**src/hdl/pmc_defs.svh**
```systemverilog
// constants of the performance monitor counters
`ifndef PMC_DEFS_SVH
`define PMC_DEFS_SVH
`define PMC_BASE_PTR_OFS 32'h0000_0058
`define PMC_BASE_MASK 32'hffff_fff8
`define PMC_CFG_OK 3'h3
`define PMC_CPU_SHIFT 4'h0
`define PMC_QUAD_STEP 32'h0000_0008
`define PMC_IRQ_LEVEL 5'h1b
`define PMC_CFG_FAULT_CODE 8'h01
`define PMC_CNT_MAX 16'hffff
`define PMC_HALF_BIT 15
`define PMC_SRC_FETCH 2'h0
`define PMC_SRC_EXEC 2'h1
`define PMC_SRC_MEM 2'h2
`define PMC_SRC_CACHE 2'h3
`define PMC_EX_CYC_S3 3'h0
`define PMC_EX_CYC_EMPA 3'h1
`define PMC_EX_CYC_RET 3'h2
`define PMC_EX_CYC_TOT 3'h3
`define PMC_EX_TOT_S3 3'h4
`define PMC_EX_TOT_EMPA 3'h5
`define PMC_EX_BUMP 3'h7
`endif

```
**src/hdl/pmc_pkg.sv**
```systemverilog
// types of the performance monitor counters
package pmc_pkg;
	typedef enum logic [2:0] {
		PMC_IDLE = 3'h0,
		PMC_SNAP = 3'h1,
		PMC_BASE = 3'h3,
		PMC_CHK = 3'h2,
		PMC_RDA = 3'h6,
		PMC_WRA = 3'h7,
		PMC_RDB = 3'h5,
		PMC_WRB = 3'h4
	} pmc_state_t;
	typedef logic [15:0] pmc_cnt_t;
endpackage

```
**src/hdl/pmc_cnt_if.sv**
```systemverilog
// signals between event selection, counters and update control
`timescale 1ns/10ps
interface pmc_cnt_if;
	logic inc_a;
	logic inc_b;
	logic count_en;
	logic clear;
	pmc_pkg::pmc_cnt_t cnt_a;
	pmc_pkg::pmc_cnt_t cnt_b;
	logic half;
	modport sel (output inc_a, output inc_b);
	modport cnt (input inc_a, input inc_b, input count_en, input clear,
		output cnt_a, output cnt_b, output half);
	modport ctl (output count_en, output clear, input cnt_a, input cnt_b,
		input half);
endinterface

```
**src/hdl/pmc_counters.sv**
```systemverilog
// two 16-bit event counters with shared clear
`timescale 1ns/10ps
`include "pmc_defs.svh"
module pmc_counters (
	input wire logic clk_i,
	input wire logic nrst_i,
	pmc_cnt_if.cnt cif
);
	pmc_pkg::pmc_cnt_t cnt_q [2];
	logic [1:0] inc;
	logic inhibit;

	assign inhibit = cnt_q[0] == `PMC_CNT_MAX;
	assign inc[0] = cif.inc_a & cif.count_en & ~inhibit;
	assign inc[1] = cif.inc_b & inc[0];

	for (genvar i = 0; i < 2; i++) begin : g_cnt
		always_ff @(posedge clk_i or negedge nrst_i) begin
			if (!nrst_i) begin
				cnt_q[i] <= 16'h0000;
			end else if (cif.clear) begin
				cnt_q[i] <= 16'h0000;
			end else if (inc[i]) begin
				cnt_q[i] <= cnt_q[i] + 16'h0001;
			end
		end
	end

	assign cif.cnt_a = cnt_q[0];
	assign cif.cnt_b = cnt_q[1];
	assign cif.half = cnt_q[0][`PMC_HALF_BIT] | cnt_q[1][`PMC_HALF_BIT];
endmodule

```
**src/hdl/pmc_event_sel.sv**
```systemverilog
// increment source selection for both counters
`timescale 1ns/10ps
`include "pmc_defs.svh"
module pmc_event_sel (
	input wire logic clk_i,
	input wire logic nrst_i,
	// selection
	input wire logic [1:0] source_unit_select_i,
	input wire logic [2:0] exec_event_select_i,
	// events
	input wire logic virtual_icache_access_i,
	input wire logic virtual_icache_hit_i,
	input wire logic cycle_i,
	input wire logic s3_stall_i,
	input wire logic empa_stall_i,
	input wire logic retire_i,
	input wire logic total_stall_i,
	input wire logic s5_bump_i,
	input wire logic readout_wr_i,
	input wire logic mem_inc_a_i,
	input wire logic mem_inc_b_i,
	input wire logic cache_inc_a_i,
	input wire logic cache_inc_b_i,
	// to counters
	pmc_cnt_if.sel cif
);
	logic [1:0] ex_inc;
	logic bump;

	assign bump = s5_bump_i | readout_wr_i;

	function automatic logic [1:0] exec_decode(input logic [2:0] sel);
		case (sel)
			`PMC_EX_CYC_S3: exec_decode = {cycle_i, s3_stall_i};
			`PMC_EX_CYC_EMPA: exec_decode = {cycle_i, empa_stall_i};
			`PMC_EX_CYC_RET: exec_decode = {cycle_i, retire_i};
			`PMC_EX_CYC_TOT: exec_decode = {cycle_i, total_stall_i};
			`PMC_EX_TOT_S3: exec_decode = {total_stall_i, s3_stall_i};
			`PMC_EX_TOT_EMPA: exec_decode = {total_stall_i, empa_stall_i};
			`PMC_EX_BUMP: exec_decode = {bump, bump};
			default: exec_decode = 2'h0;
		endcase
	endfunction

	// the decode reads the event pins, so it must follow them too
	always_comb begin
		ex_inc = exec_decode(exec_event_select_i);
	end

	always_comb begin
		case (source_unit_select_i)
			`PMC_SRC_FETCH: begin
				{cif.inc_a, cif.inc_b} = {virtual_icache_access_i,
					virtual_icache_hit_i};
			end
			`PMC_SRC_EXEC: {cif.inc_a, cif.inc_b} = ex_inc;
			`PMC_SRC_MEM: {cif.inc_a, cif.inc_b} = {mem_inc_a_i, mem_inc_b_i};
			default: {cif.inc_a, cif.inc_b} = {cache_inc_a_i, cache_inc_b_i};
		endcase
	end
endmodule

```
**src/hdl/pmc_top.sv**
```systemverilog
// performance monitor counters with memory update sequencer
`timescale 1ns/10ps
`include "pmc_defs.svh"
module pmc_top (
	input wire logic clk_i,
	input wire logic nrst_i,
	// event selection, chosen before enabling
	input wire logic [1:0] source_unit_select_i,
	input wire logic [2:0] exec_event_select_i,
	// event sources
	input wire logic virtual_icache_access_i,
	input wire logic virtual_icache_hit_i,
	input wire logic cycle_i,
	input wire logic s3_stall_i,
	input wire logic empa_stall_i,
	input wire logic retire_i,
	input wire logic total_stall_i,
	input wire logic s5_bump_i,
	input wire logic mem_inc_a_i,
	input wire logic mem_inc_b_i,
	input wire logic cache_inc_a_i,
	input wire logic cache_inc_b_i,
	// software control
	input wire logic exec_control_reg_wr_i,
	input wire logic exec_control_reg_on_i,
	input wire logic counter_clear_bit_i,
	input wire logic me_wr_i,
	input wire logic me_wdata_i,
	input wire logic readout_wr_i,
	input wire logic ctx_load_i,
	input wire logic ctx_monitor_enable_bit_i,
	// processor state
	input wire logic [4:0] priority_level_i,
	input wire logic instr_boundary_i,
	input wire logic [7:0] processor_number_i,
	input wire logic [31:0] system_control_block_i,
	// status
	output logic facility_on_o,
	output logic [31:0] counter_readout_reg_o,
	output logic irq_o,
	output logic [4:0] irq_level_o,
	output logic busy_o,
	output logic mchk_o,
	output logic [7:0] mchk_code_o,
	// memory port
	output logic mem_req_o,
	output logic mem_we_o,
	output logic [31:0] mem_addr_o,
	output logic [63:0] mem_wdata_o,
	input wire logic mem_ack_i,
	input wire logic [63:0] mem_rdata_i
);
	pmc_cnt_if cif ();
	pmc_pkg::pmc_state_t state_q;
	pmc_pkg::pmc_cnt_t snap_a_q;
	pmc_pkg::pmc_cnt_t snap_b_q;
	logic facility_on_q;
	logic irq_q;
	logic half_q;
	logic cause_irq_q;
	logic mchk_q;
	logic [31:0] lw_q;
	logic [31:0] addr_q;
	logic [63:0] wdata_q;
	logic irq_go;
	logic flush_go;
	logic go;
	logic cfg_ok;
	logic done;
	logic irq_set;
	logic irq_clr;

	pmc_event_sel i_pmc_event_sel (
		.clk_i(clk_i),
		.nrst_i(nrst_i),
		.source_unit_select_i(source_unit_select_i),
		.exec_event_select_i(exec_event_select_i),
		.virtual_icache_access_i(virtual_icache_access_i),
		.virtual_icache_hit_i(virtual_icache_hit_i),
		.cycle_i(cycle_i),
		.s3_stall_i(s3_stall_i),
		.empa_stall_i(empa_stall_i),
		.retire_i(retire_i),
		.total_stall_i(total_stall_i),
		.s5_bump_i(s5_bump_i),
		.readout_wr_i(readout_wr_i),
		.mem_inc_a_i(mem_inc_a_i),
		.mem_inc_b_i(mem_inc_b_i),
		.cache_inc_a_i(cache_inc_a_i),
		.cache_inc_b_i(cache_inc_b_i),
		.cif(cif.sel)
	);

	pmc_counters i_pmc_counters (
		.clk_i(clk_i),
		.nrst_i(nrst_i),
		.cif(cif.cnt)
	);

	// ---------------------------------------------------------------
	// triggers
	// ---------------------------------------------------------------
	assign irq_go = irq_q && priority_level_i < `PMC_IRQ_LEVEL &&
		instr_boundary_i;
	assign flush_go = facility_on_q && ((ctx_load_i &&
		!ctx_monitor_enable_bit_i) || (me_wr_i && !me_wdata_i));
	assign go = state_q == pmc_pkg::PMC_IDLE && (irq_go || flush_go);
	assign cfg_ok = lw_q[2:0] == `PMC_CFG_OK;
	assign done = (state_q == pmc_pkg::PMC_WRB && mem_ack_i) ||
		(state_q == pmc_pkg::PMC_CHK && !cfg_ok);

	// ---------------------------------------------------------------
	// update sequencer
	// ---------------------------------------------------------------
	always_ff @(posedge clk_i or negedge nrst_i) begin
		if (!nrst_i) begin
			state_q <= pmc_pkg::PMC_IDLE;
		end else begin
			case (state_q)
				pmc_pkg::PMC_IDLE: begin
					if (go) begin
						state_q <= pmc_pkg::PMC_SNAP;
					end
				end
				pmc_pkg::PMC_SNAP: state_q <= pmc_pkg::PMC_BASE;
				pmc_pkg::PMC_BASE: begin
					if (mem_ack_i) begin
						state_q <= pmc_pkg::PMC_CHK;
					end
				end
				pmc_pkg::PMC_CHK: begin
					state_q <= cfg_ok ? pmc_pkg::PMC_RDA : pmc_pkg::PMC_IDLE;
				end
				pmc_pkg::PMC_RDA: begin
					if (mem_ack_i) begin
						state_q <= pmc_pkg::PMC_WRA;
					end
				end
				pmc_pkg::PMC_WRA: begin
					if (mem_ack_i) begin
						state_q <= pmc_pkg::PMC_RDB;
					end
				end
				pmc_pkg::PMC_RDB: begin
					if (mem_ack_i) begin
						state_q <= pmc_pkg::PMC_WRB;
					end
				end
				pmc_pkg::PMC_WRB: begin
					if (mem_ack_i) begin
						state_q <= pmc_pkg::PMC_IDLE;
					end
				end
				default: state_q <= pmc_pkg::PMC_IDLE;
			endcase
		end
	end

	always_ff @(posedge clk_i or negedge nrst_i) begin
		if (!nrst_i) begin
			cause_irq_q <= 1'b0;
		end else if (go) begin
			cause_irq_q <= irq_go;
		end
	end

	// snapshot taken in the cycle the counters are cleared
	always_ff @(posedge clk_i or negedge nrst_i) begin
		if (!nrst_i) begin
			snap_a_q <= 16'h0000;
			snap_b_q <= 16'h0000;
		end else if (state_q == pmc_pkg::PMC_SNAP) begin
			snap_a_q <= cif.cnt_a;
			snap_b_q <= cif.cnt_b;
		end
	end

	always_ff @(posedge clk_i or negedge nrst_i) begin
		if (!nrst_i) begin
			lw_q <= 32'h0000_0000;
		end else if (state_q == pmc_pkg::PMC_BASE && mem_ack_i) begin
			lw_q <= mem_rdata_i[31:0];
		end
	end

	// memory address and write data
	always_ff @(posedge clk_i or negedge nrst_i) begin
		if (!nrst_i) begin
			addr_q <= 32'h0000_0000;
		end else if (state_q == pmc_pkg::PMC_SNAP) begin
			addr_q <= system_control_block_i + `PMC_BASE_PTR_OFS;
		end else if (state_q == pmc_pkg::PMC_CHK) begin
			addr_q <= (lw_q & `PMC_BASE_MASK) +
				{20'h00000, processor_number_i, `PMC_CPU_SHIFT};
		end else if (state_q == pmc_pkg::PMC_WRA && mem_ack_i) begin
			addr_q <= addr_q + `PMC_QUAD_STEP;
		end
	end

	always_ff @(posedge clk_i or negedge nrst_i) begin
		if (!nrst_i) begin
			wdata_q <= 64'h0;
		end else if (state_q == pmc_pkg::PMC_RDA && mem_ack_i) begin
			wdata_q <= mem_rdata_i + {48'h0, snap_a_q};
		end else if (state_q == pmc_pkg::PMC_RDB && mem_ack_i) begin
			wdata_q <= mem_rdata_i + {48'h0, snap_b_q};
		end
	end

	always_ff @(posedge clk_i or negedge nrst_i) begin
		if (!nrst_i) begin
			mchk_q <= 1'b0;
		end else begin
			mchk_q <= state_q == pmc_pkg::PMC_CHK && !cfg_ok;
		end
	end

	// ---------------------------------------------------------------
	// facility enable
	// ---------------------------------------------------------------
	always_ff @(posedge clk_i or negedge nrst_i) begin
		if (!nrst_i) begin
			facility_on_q <= 1'b0;
		end else if (done && cause_irq_q) begin
			facility_on_q <= 1'b1;
		end else if (go) begin
			facility_on_q <= 1'b0;
		end else if (me_wr_i) begin
			facility_on_q <= me_wdata_i;
		end else if (exec_control_reg_wr_i) begin
			facility_on_q <= exec_control_reg_on_i;
		end
	end

	// ---------------------------------------------------------------
	// interrupt request
	// ---------------------------------------------------------------
	assign irq_set = cif.half && !half_q && facility_on_q;
	assign irq_clr = counter_clear_bit_i || (done && cause_irq_q);

	always_ff @(posedge clk_i or negedge nrst_i) begin
		if (!nrst_i) begin
			half_q <= 1'b0;
		end else begin
			half_q <= cif.half;
		end
	end

	always_ff @(posedge clk_i or negedge nrst_i) begin
		if (!nrst_i) begin
			irq_q <= 1'b0;
		end else if (irq_set) begin
			irq_q <= 1'b1;
		end else if (irq_clr) begin
			irq_q <= 1'b0;
		end
	end

	// ---------------------------------------------------------------
	// outputs
	// ---------------------------------------------------------------
	assign cif.count_en = facility_on_q && state_q == pmc_pkg::PMC_IDLE;
	assign cif.clear = counter_clear_bit_i ||
		state_q == pmc_pkg::PMC_SNAP;
	assign counter_readout_reg_o = {cif.cnt_b, cif.cnt_a};
	assign facility_on_o = facility_on_q;
	assign irq_o = irq_q;
	assign irq_level_o = `PMC_IRQ_LEVEL;
	assign busy_o = state_q != pmc_pkg::PMC_IDLE;
	assign mchk_o = mchk_q;
	assign mchk_code_o = `PMC_CFG_FAULT_CODE;
	assign mem_req_o = state_q == pmc_pkg::PMC_BASE ||
		state_q == pmc_pkg::PMC_RDA || state_q == pmc_pkg::PMC_WRA ||
		state_q == pmc_pkg::PMC_RDB || state_q == pmc_pkg::PMC_WRB;
	assign mem_we_o = state_q == pmc_pkg::PMC_WRA ||
		state_q == pmc_pkg::PMC_WRB;
	assign mem_addr_o = addr_q;
	assign mem_wdata_o = wdata_q;
endmodule
```
**config.mk**
```make
export PLATFORM = sky130hd
export DESIGN_NAME = pmc_top
export DESIGN_NICKNAME = d
export VERILOG_FILES = /design/src/hdl/pmc_pkg.sv /design/src/hdl/pmc_cnt_if.sv /design/src/hdl/pmc_counters.sv /design/src/hdl/pmc_event_sel.sv /design/src/hdl/pmc_top.sv
export VERILOG_INCLUDE_DIRS = /design/src /design/src/hdl
export SDC_FILE = /design/constraint.sdc
export NUM_CORES = 1
export LEC_CHECK = 0
export BUFFER_PORTS_ARGS = -buffer_cell sky130_fd_sc_hd__buf_2
export CAP_MARGIN = 0
export CELL_PAD_IN_SITES_DETAIL_PLACEMENT = 2
export CELL_PAD_IN_SITES_GLOBAL_PLACEMENT = 2
export CORE_MARGIN = 5
export CORE_UTILIZATION = 35
export CTS_CLUSTER_SIZE = 16
export DETAILED_ROUTE_END_ITERATION = 7
export MAX_ROUTING_LAYER = met4
export PLACE_DENSITY_LB_ADDON = 0.1
export SYNTH_ARGS = -nofsm -noshare
export SYNTH_HDL_FRONTEND = slang
export SYNTH_SLANG_ARGS = --single-unit
```
**constraint.sdc**
```tcl
create_clock -name clk_i -period 6.7 [get_ports clk_i]
set_clock_uncertainty 0.2 [all_clocks]
set_input_delay 0.335 -clock clk_i [delete_from_list [all_inputs] [get_ports clk_i]]
set_output_delay 0.335 -clock clk_i [all_outputs]
set_load 0.02 [all_outputs]
```
==> flow_metrics.env <==
export IMPL_fin_hold_ws_ns=0.0257
export IMPL_synthAdderAreaFrac_pct=3.14
export IMPL_synth_area_leaders="dfrtp_1, nand2_1, xor2_1"
export IMPL_status="finished, final reports clean"
export IMPL_pwr_density_cell_nw_per_um2=342
export IMPL_fin_nets=1887
export IMPL_area_growth_pct=21.6
export IMPL_synth_top_area_cell="dfrtp_1"
export IMPL_boundaryPins=285
export IMPL_ys_warn_count=0
export IMPL_cts_tree="yes"
export IMPL_hp_class="input pin to flop"
export IMPL_clk_latency_ns=0.45
export IMPL_die_h_um=199
export IMPL_drt_wl_total_um=47200
export IMPL_ctsResizeCount=0
export IMPL_setup_viol=0
export IMPL_hold_violations=0
export IMPL_dr_pass1_iters=4
export IMPL_cts_sinks=200
export IMPL_timing_slew_headroom_pct=26.9
export IMPL_cp_start_kind="flop"
export IMPL_tightestPinTransition_ns=1.10
export IMPL_ant_nets=0
export IMPL_fin_ws_ns=1.12
export IMPL_ir_drop_uv=175
export IMPL_cts_inserted_buffers=17
export IMPL_drive_gt1_share_pct=21.9
export IMPL_clock_root_buffer="clkbuf_16"
export IMPL_synth_simple_area_share_pct=23.4
export IMPL_drt_wirelength_per_cell_um=21.5
export IMPL_htree_num_levels=4
export IMPL_synth_main_ff_cell="dfrtp_1"
export IMPL_syn_area_um2=12400
export IMPL_synth_compound_area_share_pct=15.0
export IMPL_drv_slew=0
export IMPL_period_needed_ns=5.58
export IMPL_die_area_um2=39400
export IMPL_grt_max_degree=101
export IMPL_dp_slack_ns=1.21
export IMPL_grt_pass1_vias=13086
export IMPL_synthXorXnorAreaFrac_pct=9.29
export IMPL_avgSynthCellArea_um2=8.60
export IMPL_final_util_pct=42.9
export IMPL_vias_per_cell=5.44
export IMPL_synth_top_area_share_pct=40.2
export IMPL_antenna_found_initial=1
export IMPL_synth_seq_cells=200
export IMPL_clk_path_buf_depth=2
export IMPL_critPathCaptureType="flop"
export IMPL_synth_cells=1448
export IMPL_initial_core_util_pct=35.3
export IMPL_vias=11933
export IMPL_rsz0062_at_grt="no"
export IMPL_design_core_area_um2=35300
export IMPL_synth_top_family_by_area="simple AND/OR/NAND/NOR gates"
export IMPL_grt_pass1_wl_um=73600
export IMPL_crit_type="flop to flop"
export IMPL_leakagePower_nw=7.02
export IMPL_power_w=0.00518
export IMPL_finalSetupTns_ns=0
export IMPL_fin_crit_sh_pct=83.3
export IMPL_floorplan_rows=69
export IMPL_async_flop_share_pct=100
export IMPL_yosysSeqAreaShare_pct=40.2
export IMPL_synth_edff_count=0
export IMPL_synthMuxAreaShare_pct=4.81
export IMPL_fmax_mhz=179
export IMPL_port_buffers=271
export IMPL_grt_ovfl_total=0
export IMPL_cp_data_required_time_ns=6.87
export IMPL_post_route_drc_count=0
export IMPL_post_dp_hpwl_um=36000
export IMPL_crit_fanout=20
export IMPL_synth_cell_types=67
export IMPL_place_congestion=0.857
export IMPL_dieWidth_um=199
export IMPL_maxCapViolCount=0
export IMPL_cp_arrival_ns=5.75
export IMPL_grt_util_all_layers_pct=24.2
export IMPL_dr_first_iter_drc_count=373
export IMPL_clk_pin_slew_ns=0.08
==> per-layer routing <==
metal,up-vias,GRT usage (%),wire (µm)
met5,-,-,0
met4,0,4.96,642
met3,32,3.74,1840
met2,193,41.6,23800
met1,6085,30.6,20900
li1,5623,-,-
==> cell usage after synthesis, types with 18 or more instances <==
master and instances:
mux2_2 47, inv_1 33, xor2_1 71, o21ai_0 110, nor2_1 101, nor3_1 22, nand3_1 67, and3_1 33
ha_1 28, nor4_1 18, o211ai_1 25, nand4_1 31, nand2_1 263, a21oi_1 53, or3_1 18, dfrtp_1 200
xnor2_1 61, clkbuf_1 59
==> layout by cell type (no fill, tap or decap), types with 14 or more instances in the layout <==
master and n:
clkbuf_16 17, o211ai_1 25, nor2_1 99, nor3_1 21, nor4_1 18, nand4_1 31
nand2_1 263, o2111ai_1 14, and3_1 33, ha_1 28, buf_4 16, or3_1 18
buf_2 270, xnor2_1 61, dfrtp_1 200, nand3_1 67, o21ai_0 110, mux2_2 47
xor2_1 71, a21oi_1 53, dlygate4sd3_1 38, inv_1 33
==> critical path: stages, from the launching register on <==
cell and delay, ns:
dfrtp_1 0.49, inv_1 0.34, nand4_1 0.87, mux2_2 0.49
ha_1 0.18, inv_1 0.06, fa_1 0.39, nor2b_1 0.20
o31a_1 0.21, o31a_1 0.20, o31a_1 0.88, o211ai_1 0.31
or3_1 0.45, a31oi_1 0.18
==> area by class of cell <==
class                           instances  area (µm²)
Timing Repair Buffer                  325        1870
Clock buffer                           19         443
Sequential cell                       200        5000
Inverter                               33         124
Tap cell                              461         577
Clock inverter                         13         134
Multi-Input combinational cell       1142        6990
Fill cell                            4011       20200
Antenna cell                            1        2.50
==> through the flow <==
| stage | cell area [µm²] | cells |
|---|---|---|
| finish | 15100 | 2194 |
| global route | 15100 | 2194 |
| CTS | 15100 | 2193 |
| detailed placement | 14200 | 2123 |
| global placement | 14200 | 2123 |
| floorplan | 12500 | 1459 |
==> kinds of logic (layout without fill, tap and decap cells) <==
logic type,count (synthesis),after routing
simple gates,618,618
compound gates,295,295
flops,200,200
xor+xnor,132,132
buf+inv,117,390
mux,54,54
fa+ha+maj,30,30
other cells,2,14
==> registers in the layout (all words and copies together), names as in the netlist <==
register / count
mchk_o: 1
cause_irq_q: 1
mem_addr_o: 32
i_pmc_counters.cif.cnt_a: 16
facility_on_o: 1
mem_wdata_o: 64
snap_b_q: 16
lw_q: 32
irq_o: 1
snap_a_q: 16
state_q: 3
half_q: 1
i_pmc_counters.cif.cnt_b: 16
==> final timing paths <==
check / to / startpoint / cells past startpoint / slack, ns
max: mem_wdata_o[44] / state_q[0] / 13 / 1.12
min: mem_wdata_o[41] / mem_rdata_i[41] / 3 / 0.03
max reg2reg: mem_wdata_o[44] / state_q[0] / 13 / 1.12
min reg2reg: mem_wdata_o[15] / mem_wdata_o[15] / 2 / 0.28
max in group asynchronous: i_pmc_counters.cif.cnt_b[2] / nrst_i / 3 / 4.60
min in group asynchronous: i_pmc_counters.cif.cnt_b[11] / nrst_i / 2 / 0.34
==> power by group <==
part	internal, W	switching (W)
clock	0.000537	0.000533
sequential	0.00154	0.000354
combinational	0.000793	0.00142
total	0.00287	0.00230
==> repair_timing <==
item | in CTS | in global routing
hold buffers | 38 | 0
setup buffers | 0 | 0
endpoints found under the setup margin | 0 | 0
hold endpoints to repair | 135 | 0
Note: power is estimated with default switching activity, not from simulation.
